===== config.mk =====
export PLATFORM = sky130hd
export DESIGN_NAME = gcc_top
export DESIGN_NICKNAME = d
export VERILOG_FILES = /design/src/logic/gcc_pkg.sv /design/src/logic/gcc_top.sv
export VERILOG_INCLUDE_DIRS = /design/src /design/src/logic
export SDC_FILE = /design/constraint.sdc
export NUM_CORES = 1
export LEC_CHECK = 0
export BUFFER_PORTS_ARGS = -buffer_cell sky130_fd_sc_hd__clkbuf_2
export CAP_MARGIN = 25
export CORE_UTILIZATION = 45
export DETAILED_ROUTE_END_ITERATION = 16
export MAX_ROUTING_LAYER = met4
export PLACE_DENSITY = 0.69
export SLEW_MARGIN = 10
export SYNTH_ARGS = -nofsm -noshare
export SYNTH_HDL_FRONTEND = slang
export SYNTH_SLANG_ARGS = --single-unit

===== constraint.sdc =====
create_clock -name ref_clk -period 4.9 [get_ports ref_clk]
set_clock_uncertainty 0.15 [all_clocks]
set_input_delay 0.735 -clock ref_clk [delete_from_list [all_inputs] [get_ports ref_clk]]
set_output_delay 0.735 -clock ref_clk [all_outputs]
set_load 0.02 [all_outputs]

===== src/logic/gcc_regs.svh =====
// global clock and control pins: constants for positions, widths and timing
// assumes inclusion by the package and the top module of the block
`ifndef GCC_REGS_SVH
`define GCC_REGS_SVH
`define GCC_CLK_HZ         100000000
`define GCC_RST_MAX_NS     2000
`define GCC_RST_CYC        ((`GCC_RST_MAX_NS * (`GCC_CLK_HZ / 1000000)) / 1000)
`define GCC_STRAP_BASE     3
`define GCC_CG_T1_SEL      0
`define GCC_CG_T1_EN       1
`define GCC_CG_E1_SEL      2
`define GCC_CG_E1_EN       3
`define GCC_TERM_EXT       2
`define GCC_TERM_PART      4
`define GCC_INT_DRV        2
`define GCC_INT_POL        3
`define GCC_GP_LVL         2
`define GCC_NCH            16
`define GCC_PH_W           32
`define GCC_PH_MAX         32'h80000000
`define GCC_T1_HZ          1544000
`define GCC_E1_HZ          2048000
`define GCC_F8K_HZ         8000
`define GCC_SER_AW         15
`define GCC_SER_FRAME      24
`endif


===== src/logic/gcc_pkg.sv =====
// global clock and control pins: shared types
// assumes the constants header is alongside
`include "gcc_regs.svh"
package gcc_pkg;
    typedef enum logic [2:0] {
        GCC_SER_IDLE = 3'h1,
        GCC_SER_ADDR = 3'h2,
        GCC_SER_DATA = 3'h4
    } gcc_ser_t;
    typedef logic [`GCC_PH_W-1:0] gcc_phase_t;
endpackage


===== src/logic/gcc_top.sv =====
// global clock and control pins: rate straps, reference clocks, mode pins, serial port
// assumes a 100 MHz ref_clk; pins from outside are synchronised here; registers live outside
`timescale 1ns/1ps
`include "gcc_regs.svh"

// Function
// - decode strap: base rate and multiplier
// - t1 clock output only when enabled
// - t1 output 8 KHz or 1.544 MHz
// - e1 clock output only when enabled
// - e1 output 8 KHz or 2.048 MHz
// - termination pin low forces external matching
// - termination pin high follows channel fields
// - output-enable low floats all line drivers
// - mode pin enable low uses channel bit
// - global pin: low E1, open T1
// - gp pins direction from direction bits
// - gp level driven or reflects pin
// - hardware reset completes within 2 us
// - interrupt asserted for unmasked pending source
// - interrupt drive style and level selectable
// - serial input sampled on shift clock rise
// - serial output changes on shift clock fall
// - internal reference 1.544 or 2.048 MHz per mode
module gcc_top
    import gcc_pkg::*;
(
    input  wire logic                   ref_clk,
    input  wire logic                   rst_n,
    input  wire logic [3:0]             master_rate_strap,
    input  wire logic [3:0]             clock_gen_reg,
    output logic                        t1_rate_clock_out,
    output logic                        t1_rate_clock_oe_n,
    output logic                        e1_rate_clock_out,
    output logic                        e1_rate_clock_oe_n,
    output logic [3:0]                  strap_multiplier,
    output logic                        strap_base_e1,
    input  wire logic                   rx_term_control_pin,
    input  wire logic [4:0]             rx_config0_reg [`GCC_NCH],
    output logic [`GCC_NCH-1:0]         rx_term_external,
    output logic [`GCC_NCH-1:0]         rx_partial_internal,
    output logic [1:0]                  rx_term_sel [`GCC_NCH],
    input  wire logic                   line_oe_pin,
    output logic                        line_drivers_enable,
    input  wire logic                   line_mode_pin_enable,
    input  wire logic                   line_mode_pin,
    input  wire logic [`GCC_NCH-1:0]    channel_rate_bit,
    output logic [`GCC_NCH-1:0]         channel_is_e1,
    output logic [`GCC_NCH-1:0]         ref_clock_internal,
    input  wire logic [3:0]             gp_reg_wr,
    output logic [1:0]                  gp_level_rd,
    input  wire logic [1:0]             gp_pin_in,
    output logic [1:0]                  gp_pin_out,
    output logic [1:0]                  gp_pin_oe_n,
    output logic                        dev_reset_busy,
    input  wire logic                   int_pending,
    input  wire logic [3:0]             global_config_reg,
    output logic                        int_pin_out,
    output logic                        int_pin_oe_n,
    input  wire logic                   cs_n_pin,
    input  wire logic                   shift_clk_pin,
    input  wire logic                   serial_in_pin,
    output logic                        serial_out_pin,
    output logic                        serial_out_oe_n,
    output logic                        host_wr_stb,
    output logic                        host_rd_stb,
    output logic [`GCC_SER_AW-1:0]      host_addr,
    output logic [7:0]                  host_wdata,
    input  wire logic [7:0]             host_rdata
);

    // phase increment for a target rate against ref_clk
    function automatic gcc_phase_t gcc_inc(input int unsigned hz);
        longint unsigned p;
        p = (longint'(hz) << `GCC_PH_W) / `GCC_CLK_HZ;
        return p[`GCC_PH_W-1:0];
    endfunction

    localparam gcc_phase_t INC_T1  = gcc_inc(`GCC_T1_HZ);
    localparam gcc_phase_t INC_E1  = gcc_inc(`GCC_E1_HZ);
    localparam gcc_phase_t INC_8K  = gcc_inc(`GCC_F8K_HZ);
    localparam int         RST_CYC = `GCC_RST_CYC;

    // two-flop synchronisers for every pin input
    logic [3:0] strap_s1_r, strap_s2_r;
    logic       term_s1_r, term_s2_r, oe_s1_r, oe_s2_r;
    logic       lme_s1_r, lme_s2_r, lm_s1_r, lm_s2_r;
    logic [1:0] gp_s1_r, gp_s2_r;
    logic       cs_s1_r, cs_s2_r, sck_s1_r, sck_s2_r, sdi_s1_r, sdi_s2_r;
    always_ff @(posedge ref_clk) begin
        strap_s1_r <= master_rate_strap;
        strap_s2_r <= strap_s1_r;
        term_s1_r  <= rx_term_control_pin;
        term_s2_r  <= term_s1_r;
        oe_s1_r    <= line_oe_pin;
        oe_s2_r    <= oe_s1_r;
        lme_s1_r   <= line_mode_pin_enable;
        lme_s2_r   <= lme_s1_r;
        lm_s1_r    <= line_mode_pin;
        lm_s2_r    <= lm_s1_r;
        gp_s1_r    <= gp_pin_in;
        gp_s2_r    <= gp_s1_r;
        cs_s1_r    <= cs_n_pin;
        cs_s2_r    <= cs_s1_r;
        sck_s1_r   <= shift_clk_pin;
        sck_s2_r   <= sck_s1_r;
        sdi_s1_r   <= serial_in_pin;
        sdi_s2_r   <= sdi_s1_r;
    end

    // reset sequencer: busy for a bounded count after reset
    logic [$clog2(RST_CYC+1)-1:0] rst_cnt_r;
    always_ff @(posedge ref_clk) begin
        if (!rst_n) begin
            rst_cnt_r      <= '0;
            dev_reset_busy <= 1'b1;
        end else begin
            if (rst_cnt_r != RST_CYC[$bits(rst_cnt_r)-1:0]) begin
                rst_cnt_r <= rst_cnt_r + 1'b1;
            end
            dev_reset_busy <= (rst_cnt_r < RST_CYC[$bits(rst_cnt_r)-1:0] - 1'b1);
        end
    end

    // strap decode: top bit base, low bits plus one multiplier
    always_ff @(posedge ref_clk) begin
        if (!rst_n) begin
            strap_base_e1    <= 1'b0;
            strap_multiplier <= 4'h1;
        end else begin
            strap_base_e1    <= strap_s2_r[`GCC_STRAP_BASE];
            strap_multiplier <= {1'b0, strap_s2_r[2:0]} + 4'h1;
        end
    end

    // phase accumulators locked to the master reference
    gcc_phase_t acc_t1_r, acc_e1_r, acc_8k_r;
    always_ff @(posedge ref_clk) begin
        if (!rst_n) begin
            acc_t1_r <= '0;
            acc_e1_r <= '0;
            acc_8k_r <= '0;
        end else begin
            acc_t1_r <= acc_t1_r + INC_T1;
            acc_e1_r <= acc_e1_r + INC_E1;
            acc_8k_r <= acc_8k_r + INC_8K;
        end
    end

    // selectable, gateable rate clock outputs
    always_ff @(posedge ref_clk) begin
        if (!rst_n) begin
            t1_rate_clock_out  <= 1'b0;
            t1_rate_clock_oe_n <= 1'b1;
            e1_rate_clock_out  <= 1'b0;
            e1_rate_clock_oe_n <= 1'b1;
        end else begin
            t1_rate_clock_oe_n <= ~clock_gen_reg[`GCC_CG_T1_EN];
            e1_rate_clock_oe_n <= ~clock_gen_reg[`GCC_CG_E1_EN];
            t1_rate_clock_out  <= clock_gen_reg[`GCC_CG_T1_SEL] ?
                                  acc_t1_r[`GCC_PH_W-1] : acc_8k_r[`GCC_PH_W-1];
            e1_rate_clock_out  <= clock_gen_reg[`GCC_CG_E1_SEL] ?
                                  acc_e1_r[`GCC_PH_W-1] : acc_8k_r[`GCC_PH_W-1];
        end
    end

    // per-channel mode and internal reference selection
    always_ff @(posedge ref_clk) begin
        if (!rst_n) begin
            channel_is_e1      <= '0;
            ref_clock_internal <= '0;
        end else begin
            for (int c = 0; c < `GCC_NCH; c++) begin
                if (!lme_s2_r) begin
                    channel_is_e1[c] <= channel_rate_bit[c];
                end else begin
                    channel_is_e1[c] <= ~lm_s2_r;
                end
                ref_clock_internal[c] <= channel_is_e1[c] ?
                                         acc_e1_r[`GCC_PH_W-1] : acc_t1_r[`GCC_PH_W-1];
            end
        end
    end

    // receive termination per channel, overridden by the pin
    always_ff @(posedge ref_clk) begin
        if (!rst_n) begin
            rx_term_external    <= '1;
            rx_partial_internal <= '0;
            for (int c = 0; c < `GCC_NCH; c++) begin
                rx_term_sel[c] <= 2'h0;
            end
        end else begin
            for (int c = 0; c < `GCC_NCH; c++) begin
                if (!term_s2_r) begin
                    rx_term_external[c]    <= 1'b1;
                    rx_partial_internal[c] <= 1'b0;
                    rx_term_sel[c]         <= 2'h0;
                end else begin
                    rx_term_external[c]    <= rx_config0_reg[c][`GCC_TERM_EXT];
                    rx_partial_internal[c] <= rx_config0_reg[c][`GCC_TERM_PART];
                    rx_term_sel[c]         <= rx_config0_reg[c][1:0];
                end
            end
        end
    end

    // global line driver enable, no effect on internal state
    always_ff @(posedge ref_clk) begin
        if (!rst_n) begin
            line_drivers_enable <= 1'b0;
        end else begin
            line_drivers_enable <= oe_s2_r;
        end
    end

    // general purpose pins
    always_ff @(posedge ref_clk) begin
        if (!rst_n) begin
            gp_pin_out  <= 2'h0;
            gp_pin_oe_n <= 2'h3;
            gp_level_rd <= 2'h0;
        end else begin
            for (int g = 0; g < 2; g++) begin
                gp_pin_oe_n[g] <= ~gp_reg_wr[g];
                gp_pin_out[g]  <= gp_reg_wr[`GCC_GP_LVL+g];
                gp_level_rd[g] <= gp_reg_wr[g] ? gp_reg_wr[`GCC_GP_LVL+g] : gp_s2_r[g];
            end
        end
    end

    // interrupt pin: polarity and open-drain or push-pull
    always_ff @(posedge ref_clk) begin
        if (!rst_n) begin
            int_pin_out  <= 1'b0;
            int_pin_oe_n <= 1'b1;
        end else begin
            if (global_config_reg[`GCC_INT_DRV]) begin
                int_pin_out  <= global_config_reg[`GCC_INT_POL];
                int_pin_oe_n <= ~int_pending;
            end else begin
                int_pin_out  <= int_pending ~^ global_config_reg[`GCC_INT_POL];
                int_pin_oe_n <= 1'b0;
            end
        end
    end

    // serial host port edge detection on the synchronised pins
    logic sck_d_r, cs_d_r;
    always_ff @(posedge ref_clk) begin
        if (!rst_n) begin
            sck_d_r <= 1'b0;
            cs_d_r  <= 1'b1;
        end else begin
            sck_d_r <= sck_s2_r;
            cs_d_r  <= cs_s2_r;
        end
    end
    logic sck_rise, sck_fall, cs_fall;
    assign sck_rise = sck_s2_r & ~sck_d_r;
    assign sck_fall = ~sck_s2_r & sck_d_r;
    assign cs_fall  = ~cs_s2_r & cs_d_r;

    // serial frame engine: r/w bit, address msb first, data byte
    gcc_ser_t                   ser_st_r;
    logic [4:0]                 bit_cnt_r;
    logic                       rd_r;
    logic [`GCC_SER_AW-1:0]     addr_sh_r;
    logic [7:0]                 dat_sh_r, out_sh_r;
    always_ff @(posedge ref_clk) begin
        if (!rst_n || cs_s2_r) begin
            ser_st_r    <= GCC_SER_IDLE;
            bit_cnt_r   <= '0;
            rd_r        <= 1'b0;
            addr_sh_r   <= '0;
            dat_sh_r    <= '0;
            host_wr_stb <= 1'b0;
            host_rd_stb <= 1'b0;
        end else begin
            host_wr_stb <= 1'b0;
            host_rd_stb <= 1'b0;
            case (ser_st_r)
                GCC_SER_IDLE: begin
                    if (cs_fall) begin
                        ser_st_r  <= GCC_SER_ADDR;
                        bit_cnt_r <= '0;
                    end
                end
                GCC_SER_ADDR: begin
                    if (sck_rise) begin
                        bit_cnt_r <= bit_cnt_r + 5'h1;
                        if (bit_cnt_r == 5'h0) begin
                            rd_r <= sdi_s2_r;
                        end else begin
                            addr_sh_r <= {addr_sh_r[`GCC_SER_AW-2:0], sdi_s2_r};
                        end
                        if (bit_cnt_r == 5'(`GCC_SER_AW)) begin
                            ser_st_r    <= GCC_SER_DATA;
                            host_rd_stb <= rd_r;
                        end
                    end
                end
                GCC_SER_DATA: begin
                    if (sck_rise) begin
                        bit_cnt_r <= bit_cnt_r + 5'h1;
                        dat_sh_r  <= {dat_sh_r[6:0], sdi_s2_r};
                        if (bit_cnt_r == 5'(`GCC_SER_FRAME - 1)) begin
                            ser_st_r    <= GCC_SER_IDLE;
                            host_wr_stb <= ~rd_r;
                        end
                    end
                end
                default: ser_st_r <= GCC_SER_IDLE;
            endcase
        end
    end

    // address and write data to the register side
    always_ff @(posedge ref_clk) begin
        if (!rst_n) begin
            host_addr  <= '0;
            host_wdata <= 8'h00;
        end else begin
            host_addr  <= addr_sh_r;
            host_wdata <= dat_sh_r;
        end
    end

    // read data shifts out on shift clock falling edges
    always_ff @(posedge ref_clk) begin
        if (!rst_n || cs_s2_r) begin
            out_sh_r        <= 8'h00;
            serial_out_pin  <= 1'b0;
            serial_out_oe_n <= 1'b1;
        end else begin
            if (host_rd_stb) begin
                out_sh_r <= host_rdata;
            end else if (ser_st_r == GCC_SER_DATA && rd_r && sck_fall) begin
                serial_out_pin  <= out_sh_r[7];
                serial_out_oe_n <= 1'b0;
                out_sh_r        <= {out_sh_r[6:0], 1'b0};
            end
        end
    end

endmodule

== Word-level counts from Yosys, hierarchy flattened ==
Index checks and enable logic that the tools add are counted.

* Add/sub/neg operators: 6
* $mul: 0
* Divide/modulo/power cells: 0
* Order comparisons: 1
* Equal/unequal tests: 12
* Shift-type cells: 0
* Mux-type cells: 49
* Bitwise gates (word level): 21
* Reductions and logical operators: 17

{| class="wikitable"
|+ Operator list
! operator !! number
|-
| $mux 1 || 38
|-
| $add 32x19->32 const B || 1
|-
| $add 32x26->32 const B || 1
|-
| $add 32x27->32 const B || 1
|-
| $not 1->1 || 17
|-
| $mux 8 || 2
|-
| $mux 3 || 5
|-
| $mux 5 || 2
|-
| $ne 2x2->1 const B || 5
|-
| $pmux 5 s2 || 1
|-
| $pmux 3 s3 || 1
|-
| $reduce_and 3->1 || 3
|-
| $add 8x1->8 const B || 1
|-
| $lt 8x8->1 const B || 1
|-
| $ne 8x8->1 const B || 1
|-
| $reduce_or 4->1 || 2
|-
| $reduce_and 2->1 || 3
|-
| $add 5x1->5 const B || 1
|-
| $eq 5x4->1 const B || 1
|-
| $eq 5x5->1 const B || 1
|-
| $logic_not 5->1 || 1
|-
| $reduce_and 5->1 || 1
|-
| $add 3x1->4 const B || 1
|-
| $reduce_bool 2->1 || 2
|-
| 10 further kinds || 13
|}

* Flip-flop bits (word level): 314
* Latch bits: 0
* Bits in writable memories: 0
* Memory bits (read-only): 0
* Input bits: 132
* Output and inout bits: 142
* Logic and storage cells: 175
* Memories kept: 0

== Depth between registers and ports, before layout ==
Gate-level depths: netlist (run 1).

* Depth in word-level cells: 5
* Mapped depth: 8

== Least setup slack after synthesis (run 1) ==
Ideal clock, no wire load.

* Path kind: flip-flop to flip-flop
* Start: register acc_8k_r[0]
* End: register acc_8k_r[22]
* Data arrival time: 2.005 ns
* Required time: 4.635 ns
* Setup slack: 2.630 ns
* Stages on the path, launching flop included: 8
* Clock period less this slack: 2.270 ns
* Cells stage by stage: dfxtp_1 -> ha_1 -> o31ai_1 -> a21oi_1 -> o41a_1 -> and4_4 -> xor2_1 -> and2_1

* Longest elaborated chain between the ends: 1

{| class="wikitable"
|+ RTL lines
! what !! line !! RTL
|-
| start, declared || gcc_top.sv:137 || <nowiki>gcc_phase_t acc_t1_r, acc_e1_r, acc_8k_r;</nowiki>
|-
| start signal, assigned || gcc_top.sv:146 || <nowiki>acc_8k_r <= acc_8k_r + INC_8K;</nowiki>
|-
| $add 32x19->32 || gcc_top.sv:146 ||
|}

No other way between the ends.
A chain may end at the register's enable or synchronous reset.

== Final worst setup path (run 1) ==
* Start: register acc_8k_r[0]
* End: register acc_8k_r[24]

The elaborated chain is that of the path after synthesis.

==> results of run 1 <==
[area by class of cell]
cell class	instances	area, sq um
clock inverter	9	101
inverter	19	71.3
sequential	313	6270
clock buffer	47	906
multi-input combinational	713	4640
timing repair buffer	260	1320
tap	324	405
fill	2176	10600
[cell usage after synthesis (16+ instances only)]
library cell and count:
a21boi_0 30, a21oi_1 41, and2_1 89, and3_1 70
clkbuf_1 48, dfxtp_1 313, inv_1 18, mux2i_1 47
nand2_1 57, nand2b_1 27, nand3_1 19, nor2_1 68
nor2b_1 36, o21ai_0 29, or2_2 16, xnor2_1 38
xor2_1 28
[report_power, final]
group	switching, mW	internal (mW)	total [mW]	leakage, nW
logic	0.341	0.322	0.663	2.99
registers	0.172	2.73	2.90	2.57
clock network	0.939	1.37	2.31	0.495
total	1.45	4.42	5.88	6.06
[logic make-up (layout without fill, tap and decap cells)]
| family | count (synthesis) | count (layout) | share of synthesized area |
|---|---|---|---|
| buffers and inverters | 72 | 335 | 0.0255 |
| adder cells (fa/ha/maj) | 9 | 9 | 0.0101 |
| AND/OR/NAND/NOR | 446 | 446 | 0.224 |
| flip-flops | 313 | 313 | 0.560 |
| XOR/XNOR | 66 | 66 | 0.0517 |
| AO/OA/AOI/OAI | 145 | 145 | 0.0864 |
| multiplexers | 47 | 47 | 0.0420 |
[layer usage]
layer,global-route usage,vias to the layer above,part of all wire
met3,0.0286,31,0.041
met2,0.278,166,0.47
met1,0.219,3728,0.47
met4,0.0415,0,0.020
li1,-,4187,-
met5,-,-,0
[worst max-delay path, cell delays in order (launching register included)]
cell and delay [ps]:
dfxtp_1 340, ha_1 240, o31ai_1 490, a21oi_1 260, o41a_1 530, and3_1 240, xor2_1 140, and2_1 150
[sequential cells by signal, summed over array words and instances (netlist names), 3 cells and up]
signal and count:
rst_cnt_r 8, channel_is_e1 16, ser_st_r 3, rx_partial_internal 16, ref_clock_internal 16, bit_cnt_r 5, strap_s1_r 4, addr_sh_r 15
rx_term_sel 32, dat_sh_r 8, host_wdata 8, rx_term_external 16, acc_e1_r 31, acc_8k_r 32, acc_t1_r 32, out_sh_r 8
strap_s2_r 4, strap_multiplier 4, host_addr 15
[worst paths after layout]
check | from | to | slack, ps | cells past startpoint
max | acc_8k_r[0] | acc_8k_r[24] | 2250 | 7
min | rx_term_control_pin | term_s1_r | 140 | 1
max reg2reg | acc_8k_r[0] | acc_8k_r[24] | 2250 | 7
min reg2reg | strap_s1_r[0] | strap_s2_r[0] | 180 | 0
[stage by stage]
step / std cells / hold slack (ps) / power [mW] / instance area [sq um]
detailed placement: 1629 / 162 / 3.62 / 12700
CTS: 1685 / 109 / 5.95 / 13700
floorplan: 1098 / 160 / 3.43 / 11200
global route: 1685 / 113 / 6.17 / 13700
global placement: 1629 / 160 / 3.60 / 12700
finish: 1685 / 139 / 5.88 / 13700
==> results.yml, run 1 <==
synth:
  syn_area_sq_um: 11200
  yosysUniqueCellTypes: 65
  ys.flop_type: "dfxtp_1"
  syn_nets: 1239
  yosysWarnings: 0
  synth_top_area_cell: "dfxtp_1"
  synth_edf_count: 0
  synth_top_area_frac: 0.560
  yosys-top-cells-area: "dfxtp_1 56%, and2_1 5.0%, mux2i_1 4.2%"
  synth.ff_latch_count: 313
  syn_avg_cell_area_sq_um: 10.2
  async_reset_ff_frac: 0
  syn-instance-count: 1098
  synth_seq_area_share: 0.560
cts:
  clockBufferDepth: 3
  cts-resized-gates: 0
  cts_inserted_buffers: 31
  clkTransAtPathRegs_ps: 60
  clkLatencyLatePin_ps: 550
  clk_root_buffer_cell: "clkbuf_16"
  htree_levels: 1
  cts_tree: "built"
  postCtsHoldBufs: 0
  cts_sinks: 313
  post-cts-setup-buffers: 0
run:
  cap_violations: 0
sta:
  fmax_ghz: 0.377
  drv_slew: 0
  setup_ws_ps: 2250
  worstMarginPinSlew_ps: 713
  setup_viol: 0
  min_period_ps: 2650
  slew_headroom: 0.521
  grt_setup_unrepaired: "false"
  hold_viol: 0
  finalCritPeriodShare: 0.541
  setup_tns_ps: 0
worst_hold_path:
  min-delay-path-class: "primary input to register"
worst_setup_path:
  worstSetupPathType: "register to register"
  setup.worst_path.start_class: "register"
  cp_data_arrival_time_ps: 2940
  worstPathMaxFanout: 7
  critPathCaptureType: "register"
  required_ps: 5190
floorplanning:
  core_region_area_sq_um: 24300
  die_w_um: 160
  ios: 274
  die_area_sq_um: 25500
  initial_utilization: 0.460
  rows: 57
  die_h_um: 160
detailed_routing:
  drt-wirelength-per-cell_um: 12.7
  vias: 8112
  ant_nets: 0
  vias_per_cell: 4.81
  drtPass1Iterations: 5
  drc_errors: 0
  drt_iter0_drc: 479
  drt_wl_total_um: 21400
grt:
  grt_pass1_wl_um: 36000
  grt_max_degree: 85
  grt_pass1_vias: 7671
  track_usage: 0.170
  globalRouteOverflowTotal: 0
  antenna_found_initial: 0
layout:
  fin_util: 0.563
  diodes: 0
  layout_commonest_cell: "dfxtp_1"
  finalNetCount: 1479
  final_cell_mix: "313 x dfxtp_1, 254 x clkbuf_2, 89 x and2_1"
  areaGrowthSynthToFinish_pct: 22.5
  drive_gt1_frac: 0.245
placement:
  post-place-ws_ps: 2250
  dp_hpwl_um: 14200
  gp_congestion: 0.784
  numPortBuffers: 255
power_and_ir_drop:
  vdd_drop_max_mv: 0.262
  power.leakage_nw: 6.06
  p_per_area_nw_per_um2: 429
run_status:
  status: "finished, final reports clean"
Power figures use the tool's default switching activity.
==> run 2: changes to the inputs <==
--- a/config.mk
+++ b/config.mk
@@ -6,12 +6,13 @@
 export SDC_FILE = /design/constraint.sdc
 export NUM_CORES = 1
 export LEC_CHECK = 0
+export ABC_AREA = 1
 export BUFFER_PORTS_ARGS = -buffer_cell sky130_fd_sc_hd__clkbuf_2
 export CAP_MARGIN = 25
 export CORE_UTILIZATION = 45
 export DETAILED_ROUTE_END_ITERATION = 16
 export MAX_ROUTING_LAYER = met4
-export PLACE_DENSITY = 0.69
+export PLACE_DENSITY = 0.68
 export SLEW_MARGIN = 10
 export SYNTH_ARGS = -nofsm -noshare
 export SYNTH_HDL_FRONTEND = slang
==> constraint.sdc (replaced) <==
create_clock -name ref_clk -period 2.8 [get_ports ref_clk]
set_clock_uncertainty 0.15 [all_clocks]
set_input_delay 0.42 -clock ref_clk [delete_from_list [all_inputs] [get_ports ref_clk]]
set_output_delay 0.42 -clock ref_clk [all_outputs]
set_load 0.02 [all_outputs]
==> results.yml, run 2 <==
run_status:
  status: "finished, final reports clean"
synth:
  ys.flop_type: "dfxtp_1"
  synth_top_area_frac: 0.503
  syn-instance-count: 1726
  syn_avg_cell_area_sq_um: 7.21
  syn_area_sq_um: 12400
  post-synth-top-count-cell: "nand2_1"
  yosysWarnings: 0
  async_reset_ff_frac: 0
  yosys-top-cells-area: "dfxtp_1 50%, nand2_1 11%, nor2_1 8.8%"
  synth.ff_latch_count: 313
  yosysUniqueCellTypes: 34
  synth_top_area_cell: "dfxtp_1"
  syn_nets: 1867
  netlist_top_cells_count: "379 x nand2_1, 313 x dfxtp_1, 293 x nor2_1"
  synth_seq_area_share: 0.503
  synth_edf_count: 0
layout:
  finalNetCount: 2221
  reg_top3: "acc_8k_r (32), acc_t1_r (32), rx_term_sel (32)"
  diodes: 0
  drive_gt1_frac: 0.185
  layout_commonest_cell: "nand2_1"
  stdcell_area_sq_um: 16100
  final_cell_mix: "378 x nand2_1, 313 x dfxtp_1, 293 x nor2_1"
  areaGrowthSynthToFinish_pct: 29.7
  fin_util: 0.598
  fin_cells: 2444
worst_setup_path:
  rr_startpoint: "acc_t1_r[0]"
  worstSetupPathType: "register to output pin"
  cp_cell_sequence: "clkbuf_2"
  crit_start: "host_rd_stb"
  crit_buf_inv: 1
  worstPathMaxFanout: 13
  rrSetupSlack_ps: 950
  cp_slowest_cell: "dfxtp_1"
  crit_path_end: "host_rd_stb"
  critical-path-max-stage-delay_ps: 580
  setup.worst_path.start_class: "register"
  critPathCaptureType: "output pin"
  path_delay_family: "flip-flops"
  required_ps: 2230
  rr_endpoint: "acc_t1_r[24]"
  cp_num_cells: 1
  worst-r2r-cell-count: 10
  cp_data_arrival_time_ps: 1340
grt:
  globalRouteOverflowTotal: 0
  grt_pass1_vias: 11100
  grt_max_degree: 83
  grt_pass1_wl_um: 50600
  antenna_found_initial: 0
  track_usage: 0.221
floorplanning:
  initial_utilization: 0.461
  rows: 60
  die_area_sq_um: 28300
  core_region_area_sq_um: 27000
  die_h_um: 168
  ios: 274
  die_w_um: 168
placement:
  dp_cells: 2287
  post-place-ws_ps: 597
  dp_hpwl_um: 20600
  dpl-instance-area_sq_um: 14000
  gp_congestion: 0.909
  numPortBuffers: 255
sta:
  min_period_ps: 1910
  finalCritPeriodShare: 0.684
  setup_ws_ps: 886
  hold_viol: 0
  setup_tns_ps: 0
  fmax_ghz: 0.522
  drv_slew: 0
  slew_headroom: 0.431
  setup_viol: 0
  hold_slack_ps: 14.2
  grt_setup_unrepaired: "false"
  worstMarginPinSlew_ps: 853
detailed_routing:
  ant_nets: 0
  drc_errors: 0
  vias_per_cell: 4.72
  drt-wirelength-per-cell_um: 12.5
  drtPass1Iterations: 6
  drt_wl_total_um: 30500
  drt_iter0_drc: 531
  vias: 11500
cts:
  htree_levels: 2
  postCtsHoldBufs: 97
  clockBufferDepth: 3
  clk_root_buffer_cell: "clkbuf_16"
  clkLatencyLatePin_ps: 510
  cts-resized-gates: 0
  cts_inserted_buffers: 35
  post-cts-setup-buffers: 0
  cts_tree: "built"
  clkTransAtPathRegs_ps: 60
  cts_sinks: 313
power_and_ir_drop:
  p_per_area_nw_per_um2: 668
  vdd_drop_max_mv: 0.435
  power.leakage_nw: 7.91
  finalPower_mw: 10.8
worst_hold_path:
  min-delay-path-class: "primary input to register"
run:
  cap_violations: 0
[run 2: power breakdown]
group	internal, mW	total [mW]	leakage (nW)	switching [mW]
registers	4.70	4.91	2.57	0.213
clock network	2.85	4.62	0.586	1.77
logic	0.476	1.25	4.76	0.774
total	8.02	10.8	7.91	2.76
[run 2: cell type report]
class                           instances  area, sq um
Inverter                              254          953
Clock buffer                           49         1030
Multi-Input combinational cell       1118         5030
Timing Repair Buffer                  358         2290
Tap cell                              341          427
Sequential cell                       313         6270
Fill cell                            2374        10900
Clock inverter                         11          145
[run 2: kinds of logic after synthesis]
family | share of synthesized area
compound gates | 0.102
xor+xnor | 0.00211
fa+ha+maj | 0.00905
buf+inv | 0.0926
flops | 0.503
simple gates | 0.291
[run 2: metal layers]
layer | part of all wire | GRT usage
met1 | 0.44 | 0.260
met2 | 0.48 | 0.384
met3 | 0.054 | 0.0423
met4 | 0.023 | 0.0625
met5 | 0 | -
[run 2: worst min path at each step]
stage	depth (start not counted)	end	start	slack, ps
final	3	channel_is_e1[3]	channel_rate_bit[3]	10
after global routing	3	channel_is_e1[7]	channel_rate_bit[7]	8
after CTS	3	channel_is_e1[3]	channel_rate_bit[3]	0.2
after detailed placement	0	strap_s2_r[1]	strap_s1_r[1]	160
after global placement	0	term_s2_r	term_s1_r	160
after floorplan	0	cs_s2_r	cs_s1_r	160
==> run 3: changes to the inputs <==
==> constraint.sdc (replaced) <==
create_clock -name ref_clk -period 1.79 [get_ports ref_clk]
set_clock_uncertainty 0.15 [all_clocks]
set_input_delay 0.2685 -clock ref_clk [delete_from_list [all_inputs] [get_ports ref_clk]]
set_output_delay 0.2685 -clock ref_clk [all_outputs]
set_load 0.02 [all_outputs]
==> results.yml, run 3 (same netlist as run 2, synthesis figures left out) <==
power_and_ir_drop:
  power.leakage_nw: 8.14
  vdd_drop_max_mv: 0.919
  p_per_area_nw_per_um2: 1070
worst_setup_path:
  cp_data_arrival_time_ps: 1870
  critPathCaptureType: "register"
  worst-r2r-cell-count: 10
  crit_path_frequent_cell: "nand2_1"
  setup.worst_path.start_class: "register"
  path_delay_family: "simple AND/OR/NAND/NOR gates"
  cp_slowest_cell: "dfxtp_1"
  critical-path-max-stage-delay_ps: 360
  crit_buf_inv: 1
  rr_endpoint: "acc_e1_r[20]"
  cp_cell_sequence: "inv_2, nand2_1, nor2_1, nand3_1, nand2_1, nand2_1, nand2_1, nand2_1, nand2_1, nor2_1"
  worstPathMaxFanout: 6
  worstSetupPathType: "register to register"
  rr_startpoint: "acc_e1_r[8]"
  rrSetupSlack_ps: 150
  required_ps: 2030
cts:
  clkTransAtPathRegs_ps: 60
  cts_tree: "built"
  cts_inserted_buffers: 35
  clockBufferDepth: 3
  clkLatencyLatePin_ps: 520
  htree_levels: 2
  cts_sinks: 313
  clk_root_buffer_cell: "clkbuf_16"
worst_hold_path:
  hold_end: "gp_pin_oe_n[0]"
  min-delay-path-class: "primary input to register"
  hold_start: "rst_n"
  holdPathStages: 3
detailed_routing:
  vias: 11900
  ant_nets: 0
  drc_errors: 0
  drtPass1Iterations: 5
  drt-wirelength-per-cell_um: 12.9
  drt_wl_total_um: 31900
  drt_iter0_drc: 552
  vias_per_cell: 4.80
layout:
  drive_gt1_frac: 0.200
  reg_top3: "acc_8k_r (32), acc_t1_r (32), rx_term_sel (32)"
  final_cell_mix: "373 x nand2_1, 307 x dfxtp_1, 290 x nor2_1"
  areaGrowthSynthToFinish_pct: 33.7
  num-fill-cells: 2358
  fin_cells: 2476
  layout_commonest_cell: "nand2_1"
  diodes: 0
  finalNetCount: 2250
floorplanning:
  die_w_um: 168
  initial_utilization: 0.461
  die_area_sq_um: 28300
  core_region_area_sq_um: 27000
  ios: 274
  rows: 60
  die_h_um: 168
sta:
  drv_slew: 0
  fmax_ghz: 0.611
  setup_viol: 0
  finalCritPeriodShare: 0.915
  worstMarginPinSlew_ps: 618
  grt_setup_unrepaired: "true"
  hold_viol: 0
  setup_tns_ps: 0
  min_period_ps: 1640
  slew_headroom: 0.588
placement:
  numPortBuffers: 255
  gp_congestion: 0.917
  dp_hpwl_um: 20800
  dp_cells: 2300
grt:
  grt_pass1_vias: 11700
  antenna_found_initial: 0
  track_usage: 0.235
  grt_pass1_wl_um: 53900
  grt_max_degree: 65
  globalRouteOverflowTotal: 0
run:
  cap_violations: 0
run_status:
  status: "finished, final reports clean"
run 3: power breakdown:
group	internal, mW	switching, mW
clock network	5.06	2.94
registers	7.35	0.330
logic	0.807	1.26
run 3: metrics by stage:
stage           util  hold slack (ps)  power [mW]  cell area [sq um]  setup slack (ps)
3_5_place_dp   0.523              162        9.64              14100              41.6
5_1_grt        0.616             82.1        18.5              16600              2.13
2_1_floorplan      -              146        9.04              12400               217
6_report       0.616             64.4        17.8              16600               153
3_3_place_gp   0.523              161        9.59              14100              98.4
4_1_cts        0.614             39.8        17.8              16600              3.33
run 3: how the worst max path moves through the flow:
stage	startpoint	end	depth (start not counted)
after global routing	acc_e1_r[14]	acc_e1_r[30]	7
after floorplan	acc_t1_r[0]	acc_t1_r[24]	10
after CTS	host_rd_stb	host_rd_stb	1
final	acc_e1_r[8]	acc_e1_r[20]	10
after detailed placement	acc_t1_r[0]	acc_t1_r[24]	10
after global placement	acc_t1_r[0]	acc_t1_r[24]	10
run 3: metal layers:
| layer | vias up | share of wire | global-route usage |
|---|---|---|---|
| li1 | 6133 | - | - |
| met1 | 5373 | 0.44 | 0.276 |
| met2 | 325 | 0.48 | 0.402 |
| met3 | 63 | 0.056 | 0.0433 |
| met4 | 0 | 0.029 | 0.0814 |
| met5 | - | 0 | - |
run 3: final cells by class:
| class | instances | area [sq um] | area share |
|---|---|---|---|
| clock buffer | 48 | 1020 | 0.0616 |
| clock inverter | 15 | 300 | 0.0180 |
| inverter | 254 | 956 | 0.0574 |
| multi-input combinational | 1118 | 5080 | 0.305 |
| sequential | 313 | 6270 | 0.377 |
| tap | 341 | 427 | 0.0256 |
| timing repair buffer | 387 | 2580 | 0.155 |
run 3: tightest hold or removal path, stage by stage:
cell and delay [ps]:
buf_4 140, buf_12 190, nand2_1 90
run 3: repair_timing:
| action | 4_1_cts | 5_1_grt |
|---|---|---|
| hold buffers | 113 | 0 |
| gates resized for setup | 0 | 23 |
| endpoints found under the hold margin | 113 | 0 |
| buffers inserted | 0 | 0 |
| endpoints found under the setup margin | 0 | 28 |
